**src/rtl/seq_ctrl_pkg.sv**
```systemverilog
// Shared constants for the sequencer reset, clocking and index logic
`default_nettype none
package seq_ctrl_pkg;
  // I/O port addresses
  localparam logic [15:0] IO_INDEX_PORT    = 16'h03C4;
  localparam logic [15:0] IO_DATA_PORT     = 16'h03C5;
  // Index values on the data port
  localparam logic [5:0]  IDX_RESET_CTRL   = 6'h00;
  localparam logic [5:0]  IDX_CLK_MODE     = 6'h01;
  localparam logic [5:0]  IDX_STD_LAST     = 6'h05;
  localparam logic [4:0]  IDX_CURSOR_HORIZ = 5'h10;
  localparam logic [4:0]  IDX_CURSOR_VERT  = 5'h11;
  // Reset values
  localparam logic [7:0]  INDEX_RESET      = 8'h04;
  localparam logic [7:0]  RESET_CTRL_RESET = 8'h00;
  localparam logic [7:0]  CLK_MODE_RESET   = 8'h00;
  // Writable bit masks, reserved bits read zero
  localparam logic [7:0]  RESET_CTRL_MASK  = 8'h03;
  localparam logic [7:0]  CLK_MODE_MASK    = 8'h3D;
  // Reset control fields
  localparam int          RST_ASYNC_BIT    = 0;
  localparam int          RST_SYNC_BIT     = 1;
  // Clocking mode fields
  localparam int          CM_EIGHT_DOT_BIT = 0;
  localparam int          CM_LOAD16_BIT    = 2;
  localparam int          CM_DIV2_BIT      = 3;
  localparam int          CM_LOAD32_BIT    = 4;
  localparam int          CM_FULL_BW_BIT   = 5;
  // Index register fields
  localparam int          FINE_LSB         = 5;
  // Character clock widths in dots, as last dot count
  localparam logic [3:0]  LAST_DOT_NINE    = 4'h8;
  localparam logic [3:0]  LAST_DOT_EIGHT   = 4'h7;
  // Shifter load periods in character clocks, as last count
  localparam logic [1:0]  LOAD_LAST_EVERY  = 2'h0;
  localparam logic [1:0]  LOAD_LAST_SECOND = 2'h1;
  localparam logic [1:0]  LOAD_LAST_FOURTH = 2'h3;
endpackage
`default_nettype wire

```
**src/rtl/seq_clock_gen.sv**
```systemverilog
// Dot, character and shifter load enable generator
`default_nettype none
module seq_clock_gen (
  // Clock and reset
  input  wire logic clk,
  input  wire logic rst_b,
  // Control
  input  wire logic run,
  input  wire logic divBy2,
  input  wire logic eightDot,
  input  wire logic load16,
  input  wire logic load32,
  // Enables
  output logic      dotEn,
  output logic      charEn,
  output logic      loadEn
);
  logic       divPhase_reg;
  logic [3:0] dotCnt_reg;
  logic [1:0] charCnt_reg;
  logic       dotTick;
  logic       charTick;
  logic [3:0] lastDot;
  logic [1:0] loadLast;

  assign dotTick = run && (!divBy2 || divPhase_reg);
  assign lastDot = eightDot ? seq_ctrl_pkg::LAST_DOT_EIGHT
                            : seq_ctrl_pkg::LAST_DOT_NINE;
  assign charTick = dotTick && (dotCnt_reg == lastDot);
  assign loadLast = load32 ? seq_ctrl_pkg::LOAD_LAST_FOURTH :
                    load16 ? seq_ctrl_pkg::LOAD_LAST_SECOND :
                             seq_ctrl_pkg::LOAD_LAST_EVERY;

  always_ff @(posedge clk or negedge rst_b) begin
    if (!rst_b) begin
      divPhase_reg <= 1'b0;
    end else if (!run) begin
      divPhase_reg <= 1'b0;
    end else begin
      divPhase_reg <= !divPhase_reg;
    end
  end

  always_ff @(posedge clk or negedge rst_b) begin
    if (!rst_b) begin
      dotCnt_reg <= 4'h0;
    end else if (!run) begin
      dotCnt_reg <= 4'h0;
    end else if (charTick || dotCnt_reg > lastDot) begin
      dotCnt_reg <= 4'h0;
    end else if (dotTick) begin
      dotCnt_reg <= dotCnt_reg + 4'h1;
    end
  end

  always_ff @(posedge clk or negedge rst_b) begin
    if (!rst_b) begin
      charCnt_reg <= 2'h0;
    end else if (!run) begin
      charCnt_reg <= 2'h0;
    end else if (charCnt_reg > loadLast) begin
      charCnt_reg <= 2'h0;
    end else if (charTick) begin
      charCnt_reg <= (charCnt_reg >= loadLast) ? 2'h0
                                               : charCnt_reg + 2'h1;
    end
  end

  always_ff @(posedge clk or negedge rst_b) begin
    if (!rst_b) begin
      dotEn  <= 1'b0;
      charEn <= 1'b0;
      loadEn <= 1'b0;
    end else begin
      dotEn  <= dotTick;
      charEn <= charTick;
      loadEn <= charTick && (charCnt_reg == 2'h0);
    end
  end

  AST_DOT_UNDIVIDED: assert property (@(posedge clk)
    disable iff (!rst_b)
    run && !divBy2 |=> dotEn)
    else $error("dot enable missing with undivided clock");

  AST_DOT_HALVED: assert property (@(posedge clk)
    disable iff (!rst_b)
    $past(divBy2) && divBy2 && dotEn |=> !dotEn)
    else $error("dot enable too fast when divided");
endmodule
`default_nettype wire

```
**src/rtl/seq_reset_clock_ctrl.sv**
```systemverilog
// Sequencer index, reset control and clocking mode registers
`default_nettype none
module seq_reset_clock_ctrl (
  // Clock and reset
  input  wire logic        clk,
  input  wire logic        rst_b,
  // Host I/O access
  input  wire logic [15:0] ioAddr,
  input  wire logic        ioWrStb,
  input  wire logic        ioRdStb,
  input  wire logic [7:0]  ioWrData,
  output logic      [7:0]  ioRdData,
  output logic             ioRdValid,
  // Extension register set
  output logic      [5:0]  extIndex,
  output logic             extWrStb,
  output logic      [7:0]  extWrData,
  input  wire logic [7:0]  extRdData,
  // Cursor and icon fine position
  output logic      [2:0]  fineHorizPos,
  output logic      [2:0]  fineVertPos,
  // Sequencer state
  output logic             seqRun,
  output logic             memRefreshEn,
  output logic             syncRun,
  output logic             screenBlank,
  output logic             charMapClear,
  // Dot and character timing
  output logic             dotEn,
  output logic             charEn,
  output logic             shiftLoad
);
  logic [7:0] indexByte_reg;
  logic [7:0] resetCtrl_reg;
  logic [7:0] clkMode_reg;
  logic       idxWr;
  logic       dataWr;
  logic       dataRd;
  logic       fineIdx;
  logic       extSel;
  logic       runNow;
  logic [7:0] rdMux;

  assign idxWr  = ioWrStb && (ioAddr == seq_ctrl_pkg::IO_INDEX_PORT);
  assign dataWr = ioWrStb && (ioAddr == seq_ctrl_pkg::IO_DATA_PORT);
  assign dataRd = ioRdStb && (ioAddr == seq_ctrl_pkg::IO_DATA_PORT);
  assign extSel = extIndex > seq_ctrl_pkg::IDX_STD_LAST;
  assign runNow = resetCtrl_reg[seq_ctrl_pkg::RST_SYNC_BIT] &&
                  resetCtrl_reg[seq_ctrl_pkg::RST_ASYNC_BIT];
  assign fineIdx = (ioWrData[4:0] == seq_ctrl_pkg::IDX_CURSOR_HORIZ) ||
                   (ioWrData[4:0] == seq_ctrl_pkg::IDX_CURSOR_VERT);

  always_ff @(posedge clk or negedge rst_b) begin
    if (!rst_b) begin
      indexByte_reg <= seq_ctrl_pkg::INDEX_RESET;
    end else if (idxWr) begin
      indexByte_reg <= ioWrData;
    end
  end

  always_ff @(posedge clk or negedge rst_b) begin
    if (!rst_b) begin
      extIndex <= seq_ctrl_pkg::INDEX_RESET[5:0];
    end else if (idxWr && fineIdx) begin
      extIndex <= {1'b0, ioWrData[4:0]};
    end else if (idxWr) begin
      extIndex <= ioWrData[5:0];
    end
  end

  always_ff @(posedge clk or negedge rst_b) begin
    if (!rst_b) begin
      resetCtrl_reg <= seq_ctrl_pkg::RESET_CTRL_RESET;
    end else if (dataWr && extIndex == seq_ctrl_pkg::IDX_RESET_CTRL) begin
      resetCtrl_reg <= ioWrData & seq_ctrl_pkg::RESET_CTRL_MASK;
    end
  end

  always_ff @(posedge clk or negedge rst_b) begin
    if (!rst_b) begin
      clkMode_reg <= seq_ctrl_pkg::CLK_MODE_RESET;
    end else if (dataWr && extIndex == seq_ctrl_pkg::IDX_CLK_MODE) begin
      clkMode_reg <= ioWrData & seq_ctrl_pkg::CLK_MODE_MASK;
    end
  end

  always_ff @(posedge clk or negedge rst_b) begin
    if (!rst_b) begin
      fineHorizPos <= 3'h0;
      fineVertPos  <= 3'h0;
    end else if (dataWr) begin
      if (extIndex == {1'b0, seq_ctrl_pkg::IDX_CURSOR_HORIZ}) begin
        fineHorizPos <= indexByte_reg[7:seq_ctrl_pkg::FINE_LSB];
      end else if (extIndex == {1'b0, seq_ctrl_pkg::IDX_CURSOR_VERT}) begin
        fineVertPos <= indexByte_reg[7:seq_ctrl_pkg::FINE_LSB];
      end
    end
  end

  always_ff @(posedge clk or negedge rst_b) begin
    if (!rst_b) begin
      extWrStb  <= 1'b0;
      extWrData <= 8'h00;
    end else begin
      extWrStb  <= dataWr && extSel;
      extWrData <= dataWr ? ioWrData : extWrData;
    end
  end

  // Read multiplexer, reserved and unmapped read zero
  always_comb begin
    rdMux = 8'h00;
    if (ioAddr == seq_ctrl_pkg::IO_INDEX_PORT) begin
      rdMux = indexByte_reg;
    end else if (extSel) begin
      rdMux = extRdData;
    end else if (extIndex == seq_ctrl_pkg::IDX_RESET_CTRL) begin
      rdMux = resetCtrl_reg;
    end else if (extIndex == seq_ctrl_pkg::IDX_CLK_MODE) begin
      rdMux = clkMode_reg;
    end
  end

  always_ff @(posedge clk or negedge rst_b) begin
    if (!rst_b) begin
      ioRdData  <= 8'h00;
      ioRdValid <= 1'b0;
    end else begin
      ioRdValid <= ioRdStb && (dataRd ||
                   ioAddr == seq_ctrl_pkg::IO_INDEX_PORT);
      ioRdData  <= ioRdStb ? rdMux : ioRdData;
    end
  end

  always_ff @(posedge clk or negedge rst_b) begin
    if (!rst_b) begin
      seqRun       <= 1'b0;
      memRefreshEn <= 1'b0;
      syncRun      <= 1'b0;
      screenBlank  <= 1'b1;
      charMapClear <= 1'b1;
    end else begin
      seqRun       <= runNow;
      memRefreshEn <= runNow;
      syncRun      <= runNow;
      screenBlank  <= !runNow ||
                      clkMode_reg[seq_ctrl_pkg::CM_FULL_BW_BIT];
      charMapClear <= !resetCtrl_reg[seq_ctrl_pkg::RST_ASYNC_BIT];
    end
  end

  seq_clock_gen uClockGen (
    .clk      (clk),
    .rst_b    (rst_b),
    .run      (runNow),
    .divBy2   (clkMode_reg[seq_ctrl_pkg::CM_DIV2_BIT]),
    .eightDot (clkMode_reg[seq_ctrl_pkg::CM_EIGHT_DOT_BIT]),
    .load16   (clkMode_reg[seq_ctrl_pkg::CM_LOAD16_BIT]),
    .load32   (clkMode_reg[seq_ctrl_pkg::CM_LOAD32_BIT]),
    .dotEn    (dotEn),
    .charEn   (charEn),
    .loadEn   (shiftLoad)
  );

  AST_INDEX_SIX_BIT: assert property (@(posedge clk)
    disable iff (!rst_b)
    idxWr && !fineIdx |=> extIndex == $past(ioWrData[5:0]))
    else $error("index not taken from low six bits");

  AST_READ_VALID: assert property (@(posedge clk)
    disable iff (!rst_b)
    dataRd |=> ioRdValid)
    else $error("data port read not answered");

  AST_INDEX_FINE: assert property (@(posedge clk)
    disable iff (!rst_b)
    idxWr && fineIdx |=> extIndex[5] == 1'b0 &&
      indexByte_reg[7:5] == $past(ioWrData[7:5]))
    else $error("fine index write handled wrongly");

  AST_SYNC_HALT: assert property (@(posedge clk)
    disable iff (!rst_b)
    !resetCtrl_reg[seq_ctrl_pkg::RST_SYNC_BIT] |=>
      !seqRun && !memRefreshEn && !dotEn)
    else $error("sequencer runs with synchronous reset low");

  AST_ASYNC_CLEAR: assert property (@(posedge clk)
    disable iff (!rst_b)
    !resetCtrl_reg[seq_ctrl_pkg::RST_ASYNC_BIT] |=>
      charMapClear && !seqRun)
    else $error("async reset low without halt and clear");

  AST_ASYNC_RELEASE: assert property (@(posedge clk)
    disable iff (!rst_b)
    resetCtrl_reg[seq_ctrl_pkg::RST_ASYNC_BIT] |=> !charMapClear)
    else $error("character map clear held with async bit set");

  AST_RUN_BOTH: assert property (@(posedge clk)
    disable iff (!rst_b)
    runNow |=> seqRun && !charMapClear)
    else $error("sequencer not running with both bits set");

  AST_HALT_OTHERWISE: assert property (@(posedge clk)
    disable iff (!rst_b)
    !runNow |=> !seqRun && !syncRun && screenBlank)
    else $error("sequencer running without both bits set");

  AST_FULL_BW_BLANK: assert property (@(posedge clk)
    disable iff (!rst_b)
    runNow && clkMode_reg[seq_ctrl_pkg::CM_FULL_BW_BIT] |=>
      screenBlank && syncRun && memRefreshEn)
    else $error("full bandwidth did not blank with syncs on");

  AST_FULL_BW_OFF: assert property (@(posedge clk)
    disable iff (!rst_b)
    runNow && !clkMode_reg[seq_ctrl_pkg::CM_FULL_BW_BIT] |=> !screenBlank)
    else $error("screen blanked in normal operation");

  AST_LOAD_EVERY: assert property (@(posedge clk)
    disable iff (!rst_b)
    !clkMode_reg[seq_ctrl_pkg::CM_LOAD32_BIT] &&
      !clkMode_reg[seq_ctrl_pkg::CM_LOAD16_BIT] &&
      $stable(clkMode_reg) &&
      $past(clkMode_reg) == $past(clkMode_reg, 2) &&
      charEn |-> shiftLoad)
    else $error("shifter not loaded every character clock");

  AST_EXT_ROUTE: assert property (@(posedge clk)
    disable iff (!rst_b)
    dataWr |=> extWrStb == ($past(extIndex) > seq_ctrl_pkg::IDX_STD_LAST))
    else $error("extension write routing wrong");

  AST_EXT_READ: assert property (@(posedge clk)
    disable iff (!rst_b)
    dataRd && extSel |=> ioRdData == $past(extRdData))
    else $error("extension read data not returned");

  AST_EXT_NO_STD: assert property (@(posedge clk)
    disable iff (!rst_b)
    dataWr && extSel |=> $stable(resetCtrl_reg) && $stable(clkMode_reg))
    else $error("extension write changed a standard register");

  AST_FINE_HORIZ: assert property (@(posedge clk)
    disable iff (!rst_b)
    dataWr && extIndex == {1'b0, seq_ctrl_pkg::IDX_CURSOR_HORIZ} |=>
      fineHorizPos == $past(indexByte_reg[7:5]) && $stable(fineVertPos))
    else $error("horizontal fine position not captured");

  AST_FINE_VERT: assert property (@(posedge clk)
    disable iff (!rst_b)
    dataWr && extIndex == {1'b0, seq_ctrl_pkg::IDX_CURSOR_VERT} |=>
      fineVertPos == $past(indexByte_reg[7:5]) && $stable(fineHorizPos))
    else $error("vertical fine position not captured");

  AST_RST_MASK: assert property (@(posedge clk)
    disable iff (!rst_b)
    dataWr && extIndex == seq_ctrl_pkg::IDX_RESET_CTRL |=>
      resetCtrl_reg == ($past(ioWrData) & seq_ctrl_pkg::RESET_CTRL_MASK))
    else $error("reset control reserved bits stored");

  AST_RESERVED_ZERO: assert property (@(posedge clk)
    disable iff (!rst_b)
    ioRdValid && $past(extIndex) == seq_ctrl_pkg::IDX_CLK_MODE &&
      $past(ioAddr) == seq_ctrl_pkg::IO_DATA_PORT |->
      (ioRdData & ~seq_ctrl_pkg::CLK_MODE_MASK) == 8'h00)
    else $error("reserved bits read non-zero");
endmodule
`default_nettype wire

```
**config.mk**
```make
export PLATFORM = sky130hd
export DESIGN_NAME = seq_reset_clock_ctrl
export DESIGN_NICKNAME = d
export VERILOG_FILES = /design/src/rtl/seq_ctrl_pkg.sv /design/src/rtl/seq_clock_gen.sv /design/src/rtl/seq_reset_clock_ctrl.sv
export SDC_FILE = /design/constraint.sdc
export NUM_CORES = 1
export LEC_CHECK = 0
export ABC_AREA = 1
export BUFFER_PORTS_ARGS = -buffer_cell sky130_fd_sc_hd__buf_2
export CORE_UTILIZATION = 53
export DETAILED_ROUTE_END_ITERATION = 7
export GPL_TIMING_DRIVEN = 0
export PLACE_DENSITY = 0.8
export SYNTH_ARGS = -nofsm -noshare
export SYNTH_HDL_FRONTEND = slang
export SYNTH_SLANG_ARGS = --single-unit
```
**constraint.sdc**
```tcl
create_clock -name clk -period 1.7 [get_ports clk]
set_input_delay 0.51 -clock clk [delete_from_list [all_inputs] [get_ports clk]]
set_output_delay 0.51 -clock clk [all_outputs]
set_load 0.03 [all_outputs]
```
; Word level (Yosys, flattened, before mapping)
; Index checks and enable logic that the tools add are counted.
[classes]
eq_ne = 10
reduce_logical = 26
mux = 17
magnitude_cmp = 4
n_bitwise = 1
add_sub_neg = 2
[ops]
columns = operator, count
row1 = $eq 16x10->1 const B, 2
row2 = $mux 6, 4
row3 = $mux 4, 4
row4 = $mux 8, 2
row5 = $eq 6x5->1 const B, 2
row6 = $logic_and 1x1->1, 12
row7 = $eq 5x5->1 const B, 2
row8 = $mux 2, 5
row9 = $eq 6x1->1 const B, 1
row10 = $gt 6x3->1 const B, 1
row11 = $logic_not 6->1, 1
row12 = $ne 3x1->1 const B, 2
row13 = $logic_or 1x1->1, 5
row14 = $add 4x1->4 const B, 1
row15 = $eq 4x4->1, 1
row16 = $gt 4x4->1, 1
row17 = $logic_not 1->1, 4
row18 = $reduce_and 3->1, 1
row19 = $add 2x1->2 const B, 1
row20 = $ge 2x2->1, 1
row21 = $gt 2x2->1, 1
row22 = $logic_not 2->1, 1
row23 = $mux 1, 2
row24 = $reduce_and 2->1, 1
row25 = other kinds (2), 2
[word_totals]
out_inout_bits = 38
word_cells = 79
ff_bits = 58
inputBits = 36

; Logic depth before layout (Yosys ltp)
; Gate-level depths: netlist of the first run.
[logic_depth]
depth_word = 7
depth_mapped = 10
depth_no_buf = 10

; Hierarchy
; Synthesis of the first run repeated with hierarchy kept, for this count alone.
[unflattened]
cells_unflattened = 364
hier_area_um2 = 2932.8
[modules_own_cells]
columns = mod, cells_each, area_each_um2, instances, seq_area_each_um2
row1 = seq_reset_clock_ctrl, 286, 2280.9, 1, 1079.8
row2 = seq_clock_gen, 78, 651.9, 1, 250.2

; Least setup slack after synthesis of the first run
; Ideal clock, no wire load.
[synth_timing]
kind = input to register
startpoint = in ioAddr[3]
endpoint = reg extIndex[5]
n_path_buf = 1
t_arrival_ns = 1.346
path_slack_ns = 0.237
cell_stages = 9
setup_time_ns = 0.117
required_time_ns = 1.583
cell_sequence = inv_1 nand2_2 nor2_8 inv_2 nor2_8 nand3_4 buf_6 nand2_1 nand2_1
[synth_via]
elab_chain_cells = 4
elab_cells_between_ends = 5
classes_between = 1 x eq/ne / 1 x mux / 3 x reduce/logical
[synth_rtl]
columns = element, line_no
row1 = start: declaration, seq_reset_clock_ctrl.sv:8  ; input wire logic [15:0] ioAddr,
row2 = $eq 16x10->1 (*), seq_reset_clock_ctrl.sv:44  ; assign idxWr = ioWrStb && (ioAddr == seq_ctrl_pkg::IO_INDEX_PORT);
row3 = $logic_and 1x1->1 (*), seq_reset_clock_ctrl.sv:44
row4 = $logic_and 1x1->1, seq_reset_clock_ctrl.sv:64  ; end else if (idxWr && fineIdx) begin
row5 = $mux 6 or $reduce_bool 2->1 (tied branches), n/a
row6 = end signal: assignment, seq_reset_clock_ctrl.sv:63  ; extIndex <= seq_ctrl_pkg::INDEX_RESET[5:0];
row7 = end signal: assignment, seq_reset_clock_ctrl.sv:65  ; extIndex <= {1'b0, ioWrData[4:0]};
row8 = end signal: assignment, seq_reset_clock_ctrl.sv:67  ; extIndex <= ioWrData[5:0];
row9 = end: declaration, seq_reset_clock_ctrl.sv:15  ; output logic [5:0] extIndex,
; Every way passes the cells marked *; elsewhere a longest branch is shown, timed or not.
; A chain may end at the register's enable or synchronous reset.

==> results of run 1 <==
## how the worst max path moves through the flow
stage	startpoint	end	slack (ns)	cells after the start
finish	indexByte_reg[1]	extIndex[1]	0.04	2
global placement	ioAddr[13]	extWrData[6]	0.004	8
global route	clkMode_reg[0]	uClockGen.dotCnt_reg[2]	0.002	9
CTS	extIndex[2]	extIndex[2]	0.03	2
floorplan	ioAddr[3]	extIndex[5]	0.24	9
detailed placement	ioAddr[3]	indexByte_reg[1]	0.001	10
## area by class of cell
type	instances	area share (%)
tap	70	2.579
inverter	54	5.969
buffer	12	2.800
sequential	53	39.20
clock inverter	1	0.2579
multi-input combinational	229	35.96
clock buffer	7	2.248
timing repair buffer	73	10.98
## cells in the mapped netlist (4+ instances only)
master	instances	area share, %
buf_4	7	1.8
inv_1	52	6.9
nand3_1	18	3.2
o21ai_1	10	1.8
o21ai_2	11	3.4
o21ai_0	14	2.5
nor2_1	32	4.2
nand2_1	100	13
nand2_2	5	1.1
nand3_2	4	1.4
nand4_1	6	1.3
dfrtp_1	50	44
ha_1	8	3.5
## layout by cell type, fill, tap and decap left out, types with 10 or more instances in the layout
cell and instances:
buf_2 71, buf_4 10, dfrtp_1 49, inv_1 52, nand2_1 100, nand3_1 18, nor2_1 32, o21ai_0 14
o21ai_1 10, o21ai_2 11
## timing repair
item                       in CTS  in global routing
setup buffers                   0                  2
pin swaps                       0                  0
resized for setup               1                  1
setup endpoints to repair       1                  6
cloned                          0                  0
## power by group through the flow
stage / Clock (W) / Combinational (W) / Sequential (W)
detailed placement: 0 / 0.000128 / 0.00129
CTS: 0.000725 / 0.000128 / 0.00126
finish: 0.000704 / 0.000125 / 0.00126
floorplan: 0 / 0.0000519 / 0.00129
global placement: 0 / 0.000125 / 0.00129
global route: 0.000762 / 0.000144 / 0.00126
## per-layer routing
metal | part of all wire [%] | global-route usage [%] | up-vias
li1 | - | - | 1245
met1 | 49 | 33.71 | 1067
met2 | 45 | 34.03 | 64
met3 | 4.7 | 3.968 | 5
met4 | 0.81 | 6.173 | 0
met5 | 0 | 0 | -
## cell families (layout without fill, tap and decap cells)
| family | count (synthesis) | in the layout | synth area share [%] |
|---|---|---|---|
| buf+inv | 66 | 147 | 10.45 |
| flops | 53 | 53 | 46.68 |
| simple gates | 178 | 178 | 29.78 |
| fa+ha+maj | 8 | 8 | 3.514 |
| compound gates | 40 | 40 | 8.652 |
| xor+xnor | 3 | 3 | 0.9224 |
## stage by stage
| stage | worst slack, ns | utilization (%) | std cells | hold slack (ns) | total power (W) |
|---|---|---|---|---|---|
| floorplan | 0.2368 | - | 348 | 0.2144 | 0.001338 |
| global placement | 0.003719 | 64.05 | 489 | 0.4343 | 0.001410 |
| detailed placement | 0.001219 | 64.05 | 489 | 0.4400 | 0.001413 |
| CTS | 0.02513 | 65.75 | 497 | 0.4360 | 0.002114 |
| global route | 0.001931 | 66.07 | 499 | 0.4554 | 0.002167 |
| finish | 0.04487 | 66.07 | 499 | 0.4090 | 0.002090 |
==> summary.txt, run 1 <==
Outcome
  – Status: finished, final reports clean

Finish
  – Area delta synth->final: 19.19%
  – Biggest regs: extWrData: 8 flops, ioRdData: 8 flops
  – Final Instance Area: 0.003396 sq mm
  – Fillers: 472
  – FF+latch area: 0.001331 sq mm
  – Multi-input logic area: 0.001221 sq mm
  – Ant. Diodes: 0
  – Share of cells above drive strength 1: 29.14%
  – Nets: 472

GRT
  – Largest net degree at the start of global routing: 54
  – Vias in the first global route: 2107
  – Total GRT Usage: 22.56%
  – First-pass GRT wire length: 9.604 mm
  – Gr ovfl total: 0
  – Initial antenna violation count: 0

Clocking
  – Num CTS Buffers: 5
  – Hold Buf Count CTS: 0
  – Clock sinks: 53
  – Clock tree buffer depth: 2
  – Root buf cell: clkbuf_8
  – CTS H-Tree Depth: 2
  – Clock transition at path regs: 0.09 ns
  – Clk Latency, worst-skew pair: 0.31 ns
  – CTS tree: done

Power and ir drop
  – P_leak: 1.951 nW
  – Power density over the cells: 615.4 mW/mm^2
  – Int Power: 0.001596 W
  – VDD IR max: 0.0005086 V
  – Register share of total power: 60.3%
  – Net switching power: 0.0004939 W
  – Clock share of power: 33.7%
  – Sw Share: 23.63%
  – Share of total power in combinational logic: 6.0%

STA
  – Max Freq: 0.6042 GHz
  – Post-route setup TNS: 0 ns
  – # setup viols final: 0
  – Unrepaired setup endpoints after global routing: false
  – Period minus WS final: 1.655 ns
  – Final Skew: 0.006411 ns
  – Period Utilization, post-route: 97.36%
  – Final hold viol count: 0
  – Final-report max-slew violation count: 0
  – Worst Tran Pin Value: 1.133 ns
  – Rel. slew slack: 24.44%

Synthesis
  – Seq/Total Area, Yosys: 46.68%
  – Asr flop ratio synth: 100.0%
  – Mean post-synth cell area: 8.187 sq um
  – Ys flop type: dfrtp_1
  – Cells after synthesis: 348
  – Synth warnings: 0
  – FF+latch count, synth: 53
  – Netlist cell types: 30
  – Syn nets: 392
  – Area of the mapped netlist: 0.002849 sq mm
  – Post-synth EDFFs: 0

Routing
  – Drt pass-1 iters: 4
  – Drt wl/cell: 11.69 microns
  – Drt total wl: 5.834 mm
  – Vias: 2381
  – Final ANT Viol Nets: 0
  – Vias per Instance: 4.772
  – DRT iter0 DRCs: 175
  – Drt drc: 0

Critical path
  – Crit path cell chain: buf_4 > buf_2
  – Arrival time at the worst endpoint: 1.15 ns
  – CP top delay family: flip-flops
  – Critical path buffers and inverters: 2
  – Crit-path max cell delay: 0.50 ns
  – CP endpoint kind: output pin
  – Reg2reg end: uClockGen.dotCnt_reg[2]
  – R2R Path Start: clkMode_reg[0]
  – Crit path kind: reg -> out
  – Max FO, Critical Path: 6
  – CP startpoint kind: register
  – Setup slack on the worst flop-to-flop path: 0.18 ns
  – Worst reg2reg path depth: 8
  – WP data required: 1.19 ns
  – Critical path's slowest cell: dfrtp_1

Floorplanning
  – Die X: 75.32 microns
  – Die height: 75.32 microns
  – DIE AREA: 0.005672 sq mm
  – Total core area: 0.005140 sq mm
  – Row count: 26
  – IO Pins: 74
  – Initial Utilization: 55.43%

Placement
  – IO buf count: 71
  – Hpwl dp: 4.519 mm
  – Placed Area: 0.003292 sq mm
  – Global placer's final weighted congestion: 0.8139

Run
  – Maximum capacitance violations: 0

Worst hold path
  – Worst hold path class: in -> async
(Power assumes the default switching activity.)
==> run 2: changes to the inputs <==
--- a/config.mk
+++ b/config.mk
@@ -7,10 +7,11 @@
 export LEC_CHECK = 0
 export ABC_AREA = 1
 export BUFFER_PORTS_ARGS = -buffer_cell sky130_fd_sc_hd__buf_2
-export CORE_UTILIZATION = 53
+export CAP_MARGIN = 10
+export CORE_UTILIZATION = 45
 export DETAILED_ROUTE_END_ITERATION = 7
 export GPL_TIMING_DRIVEN = 0
-export PLACE_DENSITY = 0.8
+export PLACE_DENSITY = 0.7
 export SYNTH_ARGS = -nofsm -noshare
 export SYNTH_HDL_FRONTEND = slang
 export SYNTH_SLANG_ARGS = --single-unit
==> summary.txt, run 2 (synthesis gave the netlist of run 1 again) <==
STA
  – Final hold viol count: 0
  – Period Utilization, post-route: 95.52%
  – Final-report max-slew violation count: 0
  – Max Freq: 0.6158 GHz
  – Final Skew: 0.01047 ns
  – Rel. slew slack: 62.02%
  – Unrepaired setup endpoints after global routing: false
  – Period minus WS final: 1.624 ns
  – Final WS setup: 0.07621 ns
  – Worst Tran Pin Value: 0.5697 ns
  – # setup viols final: 0

Finish
  – Area delta synth->final: 19.94%
  – Most frequent cells in the layout: 100 x nand2_1, 71 x buf_2, 52 x inv_1
  – Most common cell after layout, fill and taps aside: nand2_1
  – Biggest regs: extWrData: 8 flops, ioRdData: 8 flops
  – Non-Filler Instances: 504
  – Nets: 472
  – Share of cells above drive strength 1: 29.60%
  – Ant. Diodes: 0

Clocking
  – Clock tree buffer depth: 2
  – Root buf cell: clkbuf_8
  – CTS H-Tree Depth: 2
  – Hold Buf Count CTS: 0
  – Clk Latency, worst-skew pair: 0.31 ns
  – Clock sinks: 53
  – Clock transition at path regs: 0.09 ns
  – CTS tree: done
  – Num CTS Buffers: 5

Floorplanning
  – Total core area: 0.006026 sq mm
  – DIE AREA: 0.006654 sq mm
  – Initial Utilization: 47.28%
  – Die height: 81.57 microns
  – Row count: 28
  – IO Pins: 74
  – Die X: 81.57 microns

Routing
  – Drt pass-1 iters: 5
  – Vias: 2384
  – Drt drc: 0
  – Drt wl/cell: 11.83 microns
  – DRT iter0 DRCs: 75
  – Drt total wl: 5.961 mm
  – Vias per Instance: 4.730
  – Final ANT Viol Nets: 0

Critical path
  – Max FO, Critical Path: 3
  – Arrival time at the worst endpoint: 1.11 ns
  – Crit path kind: reg -> out
  – Setup slack on the worst flop-to-flop path: 0.13 ns
  – WP data required: 1.19 ns
  – R2R Path Start: clkMode_reg[0]
  – Worst reg2reg path depth: 8
  – CP startpoint kind: register
  – CP endpoint kind: output pin
  – Reg2reg end: uClockGen.dotCnt_reg[1]

Power and ir drop
  – VDD IR max: 0.0004142 V
  – Power density over the cells: 613.6 mW/mm^2
  – P_leak: 1.957 nW

GRT
  – Total GRT Usage: 19.12%
  – Initial antenna violation count: 0
  – First-pass GRT wire length: 9.763 mm
  – Gr ovfl total: 0
  – Largest net degree at the start of global routing: 54
  – Vias in the first global route: 2154

Placement
  – IO buf count: 71
  – Dpl cells: 494
  – Hpwl dp: 4.660 mm
  – DP Worst Slack: -0.03667 ns
  – Global placer's final weighted congestion: 0.8312

Worst hold path
  – Worst hold path class: in -> async

Run
  – Maximum capacitance violations: 0

Outcome
  – Status: finished, final reports clean
## run 2: changes by cell type in the layout (fill, tap and decap cells not counted)
| cell | previous run | this run |
|---|---|---|
| dfrtp_2 | 1 | 2 |
| clkinv_2 | 0 | 1 |
| dfrtp_1 | 49 | 48 |
| clkbuf_1 | 3 | 2 |
| buf_4 | 10 | 9 |
| buf_12 | 0 | 1 |
| clkinv_4 | 1 | 0 |
| inv_6 | 0 | 1 |
## run 2: area by class of cell
| type | count | area (sq um) |
|---|---|---|
| plain buffers | 12 | 95.09 |
| flip-flops and latches | 53 | 1333 |
| multi-input cells | 229 | 1221 |
| inverters | 54 | 202.7 |
| fillers | 558 | 2609 |
| well taps | 75 | 93.84 |
| repair buffers | 73 | 385.4 |
| clock inverters | 2 | 13.76 |
| clock buffers | 6 | 72.57 |
## run 2: worst max path at each step
stage	from	to	slack (ns)
finish	extIndex[2]	extIndex[2]	0.08
detailed placement	ioAddr[15]	extWrData[6]	-0.04
CTS	extIndex[2]	extIndex[2]	0.02
global route	clkMode_reg[0]	uClockGen.dotCnt_reg[1]	0.003
floorplan	ioAddr[3]	extIndex[5]	0.24
global placement	ioAddr[15]	extWrData[6]	-0.007
## run 2: repair_timing
item,CTS,global route
pin swaps,0,0
endpoints found under the setup margin,1,6
setup buffers,0,1
resized for setup,1,2
## run 2: per-layer routing
layer  global-route usage [%]  vias up  wire (microns)
li1                         -     1245               -
met1                    27.09     1069            2845
met2                    29.92       65            2718
met3                    3.889        5             343
met4                    4.737        0              53
met5                        0        -               0
## run 2: critical path, stage by stage, from the launching register on
cell     delay, ns
dfstp_2       0.56
buf_4         0.10
buf_4         0.14
## run 2: report_power, final
group,internal (W),switching (W)
Combinational,0.0000453,0.0000860
Clock,0.000294,0.000411
Sequential,0.00126,0.000000216
## run 2: per-stage QoR
stage | util (%) | power [W] | TNS (ns) | hold WS (ns) | cell area, sq um
6_report | 56.71 | 0.002097 | 0 | 0.1866 | 3417
5_1_grt | 56.71 | 0.002196 | 0 | 0.2145 | 3417
4_1_cts | 56.21 | 0.002116 | 0 | 0.4407 | 3387
3_5_place_dp | 54.73 | 0.001414 | -0.1257 | 0.4380 | 3298
3_3_place_gp | 54.73 | 0.001412 | -0.01406 | 0.4343 | 3298
2_1_floorplan | - | 0.001338 | 0 | 0.2144 | 2849
